--- config.mk ---
export PLATFORM = sky130hd
export DESIGN_NAME = sglc_config
export DESIGN_NICKNAME = d
export VERILOG_FILES = /design/src/core/sglc_pkg.sv /design/src/core/sglc_config.sv
export VERILOG_INCLUDE_DIRS = /design/src /design/src/core
export SDC_FILE = /design/constraint.sdc
export NUM_CORES = 1
export LEC_CHECK = 0
export BUFFER_PORTS_ARGS = -buffer_cell sky130_fd_sc_hd__buf_2
export CAP_MARGIN = 20
export CORE_ASPECT_RATIO = 0.9
export CORE_MARGIN = 2
export CORE_UTILIZATION = 30
export CTS_CLUSTER_SIZE = 30
export DETAILED_ROUTE_END_ITERATION = 10
export PLACE_DENSITY = 0.54
export SLEW_MARGIN = 25
export SYNTH_ARGS = -nofsm -noshare
export SYNTH_HDL_FRONTEND = slang
export SYNTH_SLANG_ARGS = --single-unit
export TNS_END_PERCENT = 5
--- constraint.sdc ---
create_clock -name clk_sys -period 9.6 [get_ports clk_sys]
set_clock_uncertainty 0.1 [all_clocks]
set_input_delay 1.44 -clock clk_sys [delete_from_list [all_inputs] [get_ports clk_sys]]
set_output_delay 1.44 -clock clk_sys [all_outputs]
set_load 0.05 [all_outputs]
--- src/core/sglc_defines.svh ---
`ifndef SGLC_DEFINES_SVH
`define SGLC_DEFINES_SVH

// ****************************************************
// register indices (byte address is four times these)
// ****************************************************
`define SGLC_IDX_MAX_FRAME_LENGTH 10'h308
`define SGLC_IDX_OUTER_TAG_TYPE 10'h30A
`define SGLC_IDX_SHAPER_CREDIT_STRATEGY 10'h30E
`define SGLC_IDX_LOOKUP_ENGINE_CONTROL_ZERO 10'h310

// ****************************************************
// reset values
// ****************************************************
`define SGLC_RST_MAX_FRAME_LENGTH 16'h07D0
`define SGLC_RST_OUTER_TAG_TYPE 16'h9100
`define SGLC_RST_SHAPER_CREDIT_STRATEGY 2'h1
`define SGLC_RST_LOOKUP_ENGINE_CONTROL_ZERO 8'h61

// ****************************************************
// field positions
// ****************************************************
`define SGLC_MFL_MSB 13
`define SGLC_CBS_SHAPE_BIT 1
`define SGLC_CBS_POLICE_BIT 0
`define SGLC_LEC_VLAN_EN_BIT 7
`define SGLC_LEC_DROP_INV_BIT 6
`define SGLC_LEC_AGE_MSB 5
`define SGLC_LEC_AGE_LSB 3
`define SGLC_LEC_RSVD_MC_BIT 2
`define SGLC_LEC_HASH_MSB 1
`define SGLC_LEC_HASH_LSB 0

// ****************************************************
// limits and counts
// ****************************************************
`define SGLC_JUMBO_MAX 16'h2328
`define SGLC_WIRE_OVERHEAD 17'h00014
`define SGLC_CRC10_POLY 10'h233

`endif

--- src/core/sglc_pkg.sv ---
// ****************************************************
// shared types of the global lookup configuration
// ****************************************************
package sglc_pkg;

  // mapping used to place entries in the dynamic table
  typedef enum {
    sglc_hash_direct,
    sglc_hash_crc,
    sglc_hash_xor
  } sglc_hash_e;

  // decoded lookup index width
  typedef logic [9:0] sglc_index_t;

endpackage

--- src/core/sglc_config.sv ---
// Register access over Wishbone is this design's own decision.
`timescale 1ns/10ps
`include "sglc_defines.svh"

// Contract
// - 14-bit max length, reset 2000, truncates longer
// - max length accepts values up to 9000
// - 16-bit tag type, reset 0x9100, default/outer
// - shaper bit adds gap and preamble; reset 0
// - policer bit adds gap and preamble; reset 1
// - vlan master enable, reset zero
// - drop invalid vid, else to host; reset 1
// - unknown vid forwarding overrides drop bit
// - entry update loads 3-bit age count, reset 100
// - aging time from age count and period
// - reserved multicast table enable, reset zero
// - hash 00/11 uses ten low address bits
// - hash 01 crc (reset), 10 xor
module sglc_config
  import sglc_pkg::*;
#(
  parameter int ADDR_W = 12, // byte address width of the bus
  parameter int LEN_W = 14, // frame length width
  parameter int PERIOD_W = 8 // age period width
) (
  input wire logic clk_sys,
  input wire logic sys_rst,
  input wire logic clk_en,
  // wishbone slave
  input wire logic wb_cyc_i,
  input wire logic wb_stb_i,
  input wire logic wb_we_i,
  input wire logic [ADDR_W-1:0] wb_adr_i,
  input wire logic [3:0] wb_sel_i,
  input wire logic [31:0] wb_dat_i,
  output logic [31:0] wb_dat_o,
  output logic wb_ack_o,
  // frame length path
  input wire logic [LEN_W-1:0] frame_len_in,
  output logic [LEN_W-1:0] frame_len_out,
  output logic frame_trunc,
  // tag type path
  input wire logic rx_tagged,
  input wire logic [15:0] rx_tag_type,
  output logic [15:0] ingress_tag_type,
  output logic [15:0] outer_tag_out,
  // credit accounting
  input wire logic [15:0] pkt_data_bytes,
  output logic [16:0] shaper_deduct,
  output logic [16:0] policer_deduct,
  // vlan filtering
  input wire logic vid_invalid,
  input wire logic unknown_vid_fwd_en,
  output logic vlan_mode_en,
  output logic vid_drop,
  output logic vid_to_host,
  // aging
  input wire logic dyn_entry_update,
  input wire logic [PERIOD_W-1:0] age_period,
  output logic [2:0] age_count_load,
  output logic age_count_load_valid,
  output logic [PERIOD_W+2:0] aging_time,
  // lookup
  output logic rsvd_mcast_en,
  input wire logic [47:0] dest_addr,
  output logic [9:0] lookup_index
);

  // ****************************************************
  // elaboration checks
  // ****************************************************
  // the length port width must match the length field, and the
  // top index must fit the bus address
  if (LEN_W != `SGLC_MFL_MSB + 1) begin : g_len_chk
    $error("frame length width must match the field");
  end
  if (ADDR_W < 12) begin : g_adr_chk
    $error("bus address too narrow for the register map");
  end
  if (PERIOD_W < 1) begin : g_per_chk
    $error("age period width must be positive");
  end

  // ****************************************************
  // functions
  // ****************************************************
  // decode the two-bit hash field into a mapping kind
  function automatic sglc_hash_e hash_kind(input logic [1:0] sel);
    sglc_hash_e k;
    k = sglc_hash_direct;
    case (sel)
      2'h1: k = sglc_hash_crc;
      2'h2: k = sglc_hash_xor;
      default: k = sglc_hash_direct;
    endcase
    return k;
  endfunction

  // serial crc over the address, msb first
  function automatic sglc_index_t crc10(input logic [47:0] a);
    logic [9:0] c;
    logic fb;
    c = 10'h3FF;
    fb = 1'b0;
    for (int i = 47; i >= 0; i--) begin
      fb = c[9] ^ a[i];
      c = {c[8:0], 1'b0};
      if (fb) begin
        c = c ^ `SGLC_CRC10_POLY;
      end
    end
    return c;
  endfunction

  // fold the address into ten bits by xor
  function automatic sglc_index_t xor10(input logic [47:0] a);
    logic [9:0] x;
    x = a[9:0] ^ a[19:10] ^ a[29:20] ^ a[39:30];
    x = x ^ {2'h0, a[47:40]};
    return x;
  endfunction

  // byte-lane merge for a 16-bit register
  function automatic logic [15:0] merge16(
    input logic [15:0] old,
    input logic [31:0] din,
    input logic [3:0] sel
  );
    logic [15:0] r;
    r = old;
    if (sel[0]) begin
      r[7:0] = din[7:0];
    end
    if (sel[1]) begin
      r[15:8] = din[15:8];
    end
    return r;
  endfunction

  // ****************************************************
  // registers
  // ****************************************************
  logic [15:0] max_frame_length; // bits 15:14 stored, unused
  logic [15:0] outer_tag_type; // default and outer tag type
  logic [1:0] shaper_credit_strategy; // only two live bits
  logic [7:0] lookup_engine_control_zero; // lookup control

  // ****************************************************
  // bus decode
  // ****************************************************
  logic [9:0] idx; // word index of the access
  logic req; // request present and not yet answered
  logic wr; // write strobe, taken with the ack
  logic hit_mfl;
  logic hit_tag;
  logic hit_cbs;
  logic hit_lec;
  logic [31:0] next_rdata; // read value for this index

  assign idx = wb_adr_i[11:2];
  assign req = wb_cyc_i & wb_stb_i & ~wb_ack_o;
  // the write lands at the edge where the master sees ack high, so a
  // cycle dropped before its ack leaves the registers untouched
  assign wr = wb_cyc_i & wb_stb_i & wb_ack_o & wb_we_i & clk_en;

  // address decode; unmapped indices read zero and drop writes
  always_comb begin
    hit_mfl = 1'b0;
    hit_tag = 1'b0;
    hit_cbs = 1'b0;
    hit_lec = 1'b0;
    next_rdata = 32'h0000_0000;
    if (idx == `SGLC_IDX_MAX_FRAME_LENGTH) begin
      hit_mfl = 1'b1;
      next_rdata = {16'h0000, max_frame_length};
    end else if (idx == `SGLC_IDX_OUTER_TAG_TYPE) begin
      hit_tag = 1'b1;
      next_rdata = {16'h0000, outer_tag_type};
    end else if (idx == `SGLC_IDX_SHAPER_CREDIT_STRATEGY) begin
      hit_cbs = 1'b1;
      // upper bits are read-only zero
      next_rdata = {30'h0000_0000, shaper_credit_strategy};
    end else if (idx == `SGLC_IDX_LOOKUP_ENGINE_CONTROL_ZERO) begin
      hit_lec = 1'b1;
      next_rdata = {24'h00_0000, lookup_engine_control_zero};
    end
  end

  // ack one cycle after the request, dropped the next cycle
  always_ff @(posedge clk_sys) begin
    if (sys_rst) begin
      wb_ack_o <= 1'b0;
    end else if (clk_en) begin
      wb_ack_o <= req;
    end
  end

  // read data captured with the ack
  always_ff @(posedge clk_sys) begin
    if (sys_rst) begin
      wb_dat_o <= 32'h0000_0000;
    end else if (clk_en && req) begin
      wb_dat_o <= wb_we_i ? 32'h0000_0000 : next_rdata;
    end
  end

  // ****************************************************
  // register writes
  // ****************************************************
  // maximum frame length, any 14-bit value incl. jumbo
  always_ff @(posedge clk_sys) begin
    if (sys_rst) begin
      max_frame_length <= `SGLC_RST_MAX_FRAME_LENGTH;
    end else if (wr && hit_mfl) begin
      // no clamp: up to 9000 and beyond are kept as written
      max_frame_length <= merge16(max_frame_length, wb_dat_i, wb_sel_i);
    end
  end

  // tag protocol identifier
  always_ff @(posedge clk_sys) begin
    if (sys_rst) begin
      outer_tag_type <= `SGLC_RST_OUTER_TAG_TYPE;
    end else if (wr && hit_tag) begin
      outer_tag_type <= merge16(outer_tag_type, wb_dat_i, wb_sel_i);
    end
  end

  // credit accounting strategy, low lane only
  always_ff @(posedge clk_sys) begin
    if (sys_rst) begin
      shaper_credit_strategy <= `SGLC_RST_SHAPER_CREDIT_STRATEGY;
    end else if (wr && hit_cbs && wb_sel_i[0]) begin
      shaper_credit_strategy <= wb_dat_i[1:0];
    end
  end

  // lookup engine control zero
  always_ff @(posedge clk_sys) begin
    if (sys_rst) begin
      lookup_engine_control_zero <= `SGLC_RST_LOOKUP_ENGINE_CONTROL_ZERO;
    end else if (wr && hit_lec && wb_sel_i[0]) begin
      lookup_engine_control_zero <= wb_dat_i[7:0];
    end
  end

  // ****************************************************
  // field views
  // ****************************************************
  logic [LEN_W-1:0] mfl_lim; // live length limit
  logic shape_full; // shaper counts wire overhead
  logic police_full; // policer counts wire overhead
  logic vlan_en; // vlan master enable
  logic drop_inv; // drop invalid vid
  logic [2:0] age_cfg; // age count for updated entries
  logic [1:0] address_hash_select; // address_hash_select

  assign mfl_lim = max_frame_length[`SGLC_MFL_MSB:0];
  assign shape_full = shaper_credit_strategy[`SGLC_CBS_SHAPE_BIT];
  assign police_full = shaper_credit_strategy[`SGLC_CBS_POLICE_BIT];
  assign vlan_en = lookup_engine_control_zero[`SGLC_LEC_VLAN_EN_BIT];
  assign drop_inv = lookup_engine_control_zero[`SGLC_LEC_DROP_INV_BIT];
  assign age_cfg = lookup_engine_control_zero[`SGLC_LEC_AGE_MSB:`SGLC_LEC_AGE_LSB];
  assign address_hash_select =
    lookup_engine_control_zero[`SGLC_LEC_HASH_MSB:`SGLC_LEC_HASH_LSB];

  // ****************************************************
  // frame length truncation
  // ****************************************************
  // longer frames are cut to the limit, one cycle later
  always_ff @(posedge clk_sys) begin
    if (sys_rst) begin
      frame_len_out <= '0;
      frame_trunc <= 1'b0;
    end else if (clk_en) begin
      if (frame_len_in > mfl_lim) begin
        frame_len_out <= mfl_lim;
        frame_trunc <= 1'b1;
      end else begin
        frame_len_out <= frame_len_in;
        frame_trunc <= 1'b0;
      end
    end
  end

  // ****************************************************
  // tag type selection
  // ****************************************************
  // untagged frames take the programmed type
  always_ff @(posedge clk_sys) begin
    if (sys_rst) begin
      ingress_tag_type <= 16'h0000;
      outer_tag_out <= 16'h0000;
    end else if (clk_en) begin
      ingress_tag_type <= rx_tagged ? rx_tag_type : outer_tag_type;
      outer_tag_out <= outer_tag_type;
    end
  end

  // ****************************************************
  // credit deduction
  // ****************************************************
  // overhead is gap plus preamble, a fixed byte count
  always_ff @(posedge clk_sys) begin
    if (sys_rst) begin
      shaper_deduct <= 17'h00000;
      policer_deduct <= 17'h00000;
    end else if (clk_en) begin
      if (shape_full) begin
        shaper_deduct <= {1'b0, pkt_data_bytes} + `SGLC_WIRE_OVERHEAD;
      end else begin
        shaper_deduct <= {1'b0, pkt_data_bytes};
      end
      if (police_full) begin
        policer_deduct <= {1'b0, pkt_data_bytes} + `SGLC_WIRE_OVERHEAD;
      end else begin
        policer_deduct <= {1'b0, pkt_data_bytes};
      end
    end
  end

  // ****************************************************
  // vlan filtering
  // ****************************************************
  // with vlan off nothing is judged; unknown-vid forwarding
  // outranks the drop bit and leaves the frame alone here
  always_ff @(posedge clk_sys) begin
    if (sys_rst) begin
      vlan_mode_en <= 1'b0;
      vid_drop <= 1'b0;
      vid_to_host <= 1'b0;
    end else if (clk_en) begin
      vlan_mode_en <= vlan_en;
      vid_drop <= 1'b0;
      vid_to_host <= 1'b0;
      if (vlan_en && vid_invalid) begin
        if (unknown_vid_fwd_en) begin
          vid_drop <= 1'b0;
        end else if (drop_inv) begin
          vid_drop <= 1'b1;
        end else begin
          vid_to_host <= 1'b1;
        end
      end
    end
  end

  // ****************************************************
  // aging
  // ****************************************************
  // age count handed out with each dynamic entry update
  always_ff @(posedge clk_sys) begin
    if (sys_rst) begin
      age_count_load <= 3'h0;
      age_count_load_valid <= 1'b0;
    end else if (clk_en) begin
      age_count_load_valid <= dyn_entry_update;
      if (dyn_entry_update) begin
        age_count_load <= age_cfg;
      end
    end
  end

  // aging time is count times period
  always_ff @(posedge clk_sys) begin
    if (sys_rst) begin
      aging_time <= '0;
    end else if (clk_en) begin
      aging_time <= (PERIOD_W+3)'(age_cfg * age_period);
    end
  end

  // ****************************************************
  // lookup mapping
  // ****************************************************
  // reserved multicast table enable
  always_ff @(posedge clk_sys) begin
    if (sys_rst) begin
      rsvd_mcast_en <= 1'b0;
    end else if (clk_en) begin
      rsvd_mcast_en <= lookup_engine_control_zero[`SGLC_LEC_RSVD_MC_BIT];
    end
  end

  // index into the dynamic table by the selected hash
  always_ff @(posedge clk_sys) begin
    if (sys_rst) begin
      lookup_index <= 10'h000;
    end else if (clk_en) begin
      case (hash_kind(address_hash_select))
        sglc_hash_crc: lookup_index <= crc10(dest_addr);
        sglc_hash_xor: lookup_index <= xor10(dest_addr);
        default: lookup_index <= dest_addr[9:0];
      endcase
    end
  end

endmodule // sglc_config

==> run metrics, run 1 <==
hold_sp aging_time[0]; CP startpoint dest_addr[47]; Min-Delay Path Class flop to flop; Tot Pwr around 2.5 mW; Crit. End Element flop; Max H-tree Level 4; ANT nets after route 0; Placeable Area slightly above 30000 um2; # nets final 1486; final worst path period need 4450 ps; Worst path slowest cell xnor3_1; clock sink count roughly 170; Final Cycle Share 0.463; wire per inst ~17 um; cells after synthesis about 1100; CP Depth 10; Clk pin slew, worst setup/hold paths roughly 70 ps; register bit count reported by yosys ~170; sequential fraction of the synthesis area 0.351; Slew headroom 0.355; largest family of logic cells by synthesized area XOR/XNOR gates; Initial Util 0.307; first-pass GRT wire length approximately 46 mm; Unique masters post-synth 48; worst skew pair latency 440 ps; Arr. time, crit path 4640 ps; number of global-route vias before repair between 7000 and 8000; synth top area cells dfxtp_1, mux2i_1, xnor2_1, nor2_1, a211oi_1; Syn Area/Cell ~8.9 um2; top cell type's share of synthesized area 0.351; final std cells w/o fill 1718; die height between 150 and 200 um; routed wire length about 29 mm; leakage power figure 5.40 nW; Worst Tran Pin Value just under 1000 ps; CTS tree done; Slew Limit Fails 0; cell seen most often among critical-path stages xnor2_1; GRT overflow 0; commonest register cell after synthesis dfxtp_1; Layout Area Growth over Synthesis 22.9%; Yosys top cell by area dfxtp_1; Setup-failing EPs final 0; initial drt markers ~440; post-synthesis cell area between 9000 and 10000 um2; root buf cell clkbuf_16; cell area after layout between 10000 and 15000 um2; Die W roughly 190 um; Worst VDD drop ~0.20 mV; Reg2Reg Launch Point max_frame_length[7]; Max Freq ~220 MHz; Max FO, Critical Path 3; Final Hold Viols 0; Worst Hold Depth 2; RSZ-0062 raised after global routing no; reg2reg path depth 11; WHS Endpoint aging_time[0]; vias 8218; Post-synth ARST share 0; synthesized-area fraction occupied by and/or/nand/nor cells 0.136; kind of start point of the critical path input pin; pin count of the biggest net entering global routing 94; RD Place Congestion around 0.86; Setup WS pre-CTS 4720 ps; FP Rows just over 60; hold_buf cts 0; layout cell share with drive strength beyond 1 0.244; crit-path leading delay family XOR/XNOR gates; status complete, no violations; fin util 0.377; overall routing resource usage 0.179; Worst EP required 9790 ps; io pins between 300 and 400; Post-Synth XOR/XNOR Area 0.176; initial antenna violation count 5; setup_tns 0 ps; CP bufs+invs 1; HPWL Detailed 22.2 mm; die area 33200 um2; PortBufs between 200 and 300; Placed Area ~11000 um2; Post-Place Cells between 1500 and 2000; Reg-to-Reg End frame_len_out[13]; adder-cell area share of the yosys netlist 0.0501; post-synthesis compound-gate area fraction 0.141; DRC Markers 0; mux cell area share after synthesis 0.0885; Syn. warnings 0; cts repair resizes 0; postcts setup bufs 0; worst reg-to-reg setup slack roughly 6100 ps; Via density about 4.8; TritonCTS buffer count 17; Crit Path Category input pin to flop; Min Hold Slack around 360 ps; max incr delay on CP 470 ps; final worst slack between 5000 and 6000 ps; Max Cap Viol 0; Clock Tree Buf Depth 2; Cell Chain, Critical Path buf_2 > xnor3_1 > xor2_1 > xnor3_1 > xnor2_1 > xnor3_2 > xnor3_2 > xnor2_1 > xnor2_1 > o32ai_1; number of flops mapped to enable cells by yosys 0; DR pass1 iterations 5; pwr/cell area between 200 and 250 nW/um2
area by class of cell:
type                       instances  area (um2)
sequential                       167        3340
antenna                            4        10.0
timing repair buffer             273        1400
multi-input combinational        794        5710
clock inverter                    15         180
tap                              409         512
fill                            3203       19300
inverter                          39         146
clock buffer                      17         425
Yosys cell counts (all sizes together) (20+ instances only):
library cell	instances
nand2	75
o21ai	37
clkbuf	56
buf	31
inv	38
xor2	46
xnor2	88
a211oi	61
nor2	170
dfxtp	167
a21oi	23
ha	27
mux2i	81
xnor3	20
a22oi	26
where the power goes:
part           switching (mW)  leakage [nW]  total (mW)  internal [mW]
Combinational           0.564          3.75        1.06          0.491
Sequential             0.0186          1.37       0.750          0.732
Clock                   0.331         0.290       0.705          0.374
Total                   0.914          5.40        2.51           1.60
cell families (layout without fill, tap and decap cells):
family | Yosys count | after routing
adder cells (fa/ha/maj) | 34 | 34
multiplexers | 84 | 84
AO/OA/AOI/OAI | 198 | 198
buffers and inverters | 126 | 344
other | 1 | 20
AND/OR/NAND/NOR | 306 | 306
flip-flops | 167 | 167
XOR/XNOR | 156 | 156
how the worst max path moves through the flow:
stage / endpoint / slack, ps
floorplan: lookup_index[4] / 5050
global placement: lookup_index[4] / 4780
detailed placement: lookup_index[9] / 4720
CTS: lookup_index[9] / 5180
global route: lookup_index[9] / 5040
finish: lookup_index[9] / 5150
routing by layer:
metal  vias up  track usage  routed length [um]
met5         -            0                   0
met4         0       0.0574                 641
met3        30       0.0467                1780
met2       219        0.269               12800
met1      3875        0.249               14200
li1       4094            -                   -
sequential cells by signal, summed over array words and instances (netlist names), 2 cells and up:
name and count:
age_count_load 3, aging_time 11, frame_len_out 14, ingress_tag_type 16
lookup_engine_control_zero 8, lookup_index 10, max_frame_length 16, outer_tag_out 16
outer_tag_type 16, policer_deduct 15, shaper_credit_strategy 2, shaper_deduct 17
wb_dat_o 16
layout by cell type (no fill, tap or decap), types with 4 or more instances in the layout:
cell	count
buf_2	264
nor2_1	170
dfxtp_1	167
xnor2_1	88
mux2i_1	81
nand2_1	75
a211oi_1	61
xor2_1	46
inv_1	38
o21ai_0	37
ha_1	27
a22oi_1	26
a21oi_1	23
clkbuf_16	17
conb_1	16
a31oi_1	14
a211o_1	13
xnor3_1	13
nand3_1	11
and2_1	9
a21o_1	9
and3_1	8
nor2b_1	8
xnor3_2	7
fa_1	7
buf_4	7
nor3_1	6
inv_6	5
diode_2	4
nand4_1	4
worst reg2reg max path, stage by stage (launching register included):
cell and delay (ps):
dfxtp_1 420, inv_1 120, ha_1 310, a21o_1 180
a21o_1 170, a21o_1 170, a21o_1 160, a21o_1 170
a221o_1 380, a21oi_1 780, o21ai_0 230, a211oi_1 240
(Power assumes the default switching activity.)
==> run 2: changes to the inputs <==
==> constraint.sdc (replaced) <==
create_clock -name clk_sys -period 4.3 [get_ports clk_sys]
set_clock_uncertainty 0.1 [all_clocks]
set_input_delay 0.645 -clock clk_sys [delete_from_list [all_inputs] [get_ports clk_sys]]
set_output_delay 0.645 -clock clk_sys [all_outputs]
set_load 0.05 [all_outputs]
==> run metrics, run 2 (synthesis gave the netlist of run 1 again) <==
worst skew pair latency around 440 ps; Fill cells about 3200; Min-Delay Path Class input pin to flop; max FFs per register 17; Slew Limit Fails 0; io pins just over 300; vias a little over 8000; Reg-to-Reg End frame_len_out[7]; Worst EP required 4580 ps; initial drt markers 435; clock sink count between 150 and 200; GRT overflow 0; Clock Tree Buf Depth 2; HPWL Detailed ~23 mm; Via density approximately 4.8; kind of start point of the critical path input pin; initial antenna violation count 5; final worst path period need 3570 ps; leakage power figure about 5.4 nW; Slew headroom 0.528; Max H-tree Level 4; DR pass1 iterations 5; WHS Endpoint shaper_deduct[0]; Max Cap Viol 0; RD Place Congestion around 0.85; Placeable Area around 31000 um2; routed wire length around 29 mm; commonest non-fill, non-tap cells in the layout buf_2, nor2_1, dfxtp_1; Setup-failing EPs final 0; Max FO, Critical Path 4; Worst Tran Pin Value 706 ps; die height approximately 170 um; status complete, no violations; cts repair resizes 0; Worst VDD drop approximately 0.47 mV; cell area after layout 11800 um2; Placed Area 11100 um2; Die W 192 um; Tot Pwr ~5.6 mW; fin util 0.379; RSZ-0062 raised after global routing no; setup_tns 0 ps; Min Hold Slack about 340 ps; number of global-route vias before repair about 8000; hold_buf cts 0; layout cell share with drive strength beyond 1 0.248; Crit Path Category input pin to flop; die area between 30000 and 40000 um2; TritonCTS buffer count 17; pwr/cell area 472 nW/um2; Reg2Reg Launch Point max_frame_length[7]; Initial Util 0.307; Crit. End Element flop; most common cell after layout, fill and taps aside buf_2; ANT nets after route 0; hold_sp pkt_data_bytes[0]; overall routing resource usage 0.176; DRC Markers 0; CTS tree done; Final Cycle Share 0.830; Final Hold Viols 0; Arr. time, crit path roughly 3900 ps; postcts setup bufs 0; wire per inst between 15 and 20 um; # nets final 1493; PortBufs 266; worst reg-to-reg setup slack between 1000 and 1500 ps; Max Freq 280 MHz; Worst Hold Depth 3; Clk pin slew, worst setup/hold paths around 70 ps; Largest Register shaper_deduct; FP Rows between 60 and 70; Layout Area Growth over Synthesis 23.5%; root buf cell clkbuf_16; reg2reg path depth 11; first-pass GRT wire length between 40 and 50 mm; pin count of the biggest net entering global routing 95
run 2: cell types whose count changed in the layout (fill, tap and decap cells not counted):
| cell | previous run | this run |
|---|---|---|
| buf_4 | 7 | 13 |
| clkinv_4 | 1 | 5 |
| inv_6 | 5 | 1 |
| buf_16 | 0 | 1 |
| bufinv_16 | 1 | 0 |
| diode_2 | 4 | 5 |
| inv_8 | 3 | 4 |
run 2: cell type report:
type                            count  area [um2]  share of cell area
Multi-Input combinational cell    794        5710               0.485
Sequential cell                   167        3340               0.284
Timing Repair Buffer              280        1470               0.125
Tap cell                          409         512              0.0434
Clock buffer                       17         425              0.0361
Clock inverter                     15         161              0.0137
Inverter                           39         146              0.0124
Antenna cell                        5        12.5             0.00106
run 2: critical path, cell delays in order:
cell and delay, ps:
buf_2 150, xnor3_2 500, xor3_2 420, xnor3_2 430, xor3_1 430, xnor3_1 350
xnor3_2 250, xnor2_1 190, or3_1 390, nand3_1 90
run 2: routing by layer:
layer / global-route usage / up-vias / wire length, um
met4: 0.0619 / 2 / 626
met5: 0 / - / 13
met1: 0.243 / 3866 / 13500
met2: 0.262 / 273 / 13000
met3: 0.0467 / 35 / 2410
li1: - / 4103 / -
run 2: worst max path at each step:
stage | from | to | slack [ps]
floorplan | dest_addr[40] | lookup_index[4] | 540
global placement | dest_addr[45] | lookup_index[4] | 320
detailed placement | dest_addr[45] | lookup_index[4] | 300
CTS | dest_addr[45] | lookup_index[4] | 750
global route | dest_addr[45] | lookup_index[9] | 610
finish | dest_addr[45] | lookup_index[4] | 730
run 2: per-stage QoR:
step,instances,setup WS (ps)
5_1_grt,1724,609
6_report,1726,731
2_1_floorplan,1087,541
3_5_place_dp,1688,301
3_3_place_gp,1688,319
4_1_cts,1720,753
run 2: report_power, final:
| part | internal, mW | total [mW] | switching [mW] |
|---|---|---|---|
| clock | 0.774 | 1.52 | 0.742 |
| combinational | 1.12 | 2.37 | 1.24 |
| sequential | 1.63 | 1.68 | 0.0419 |
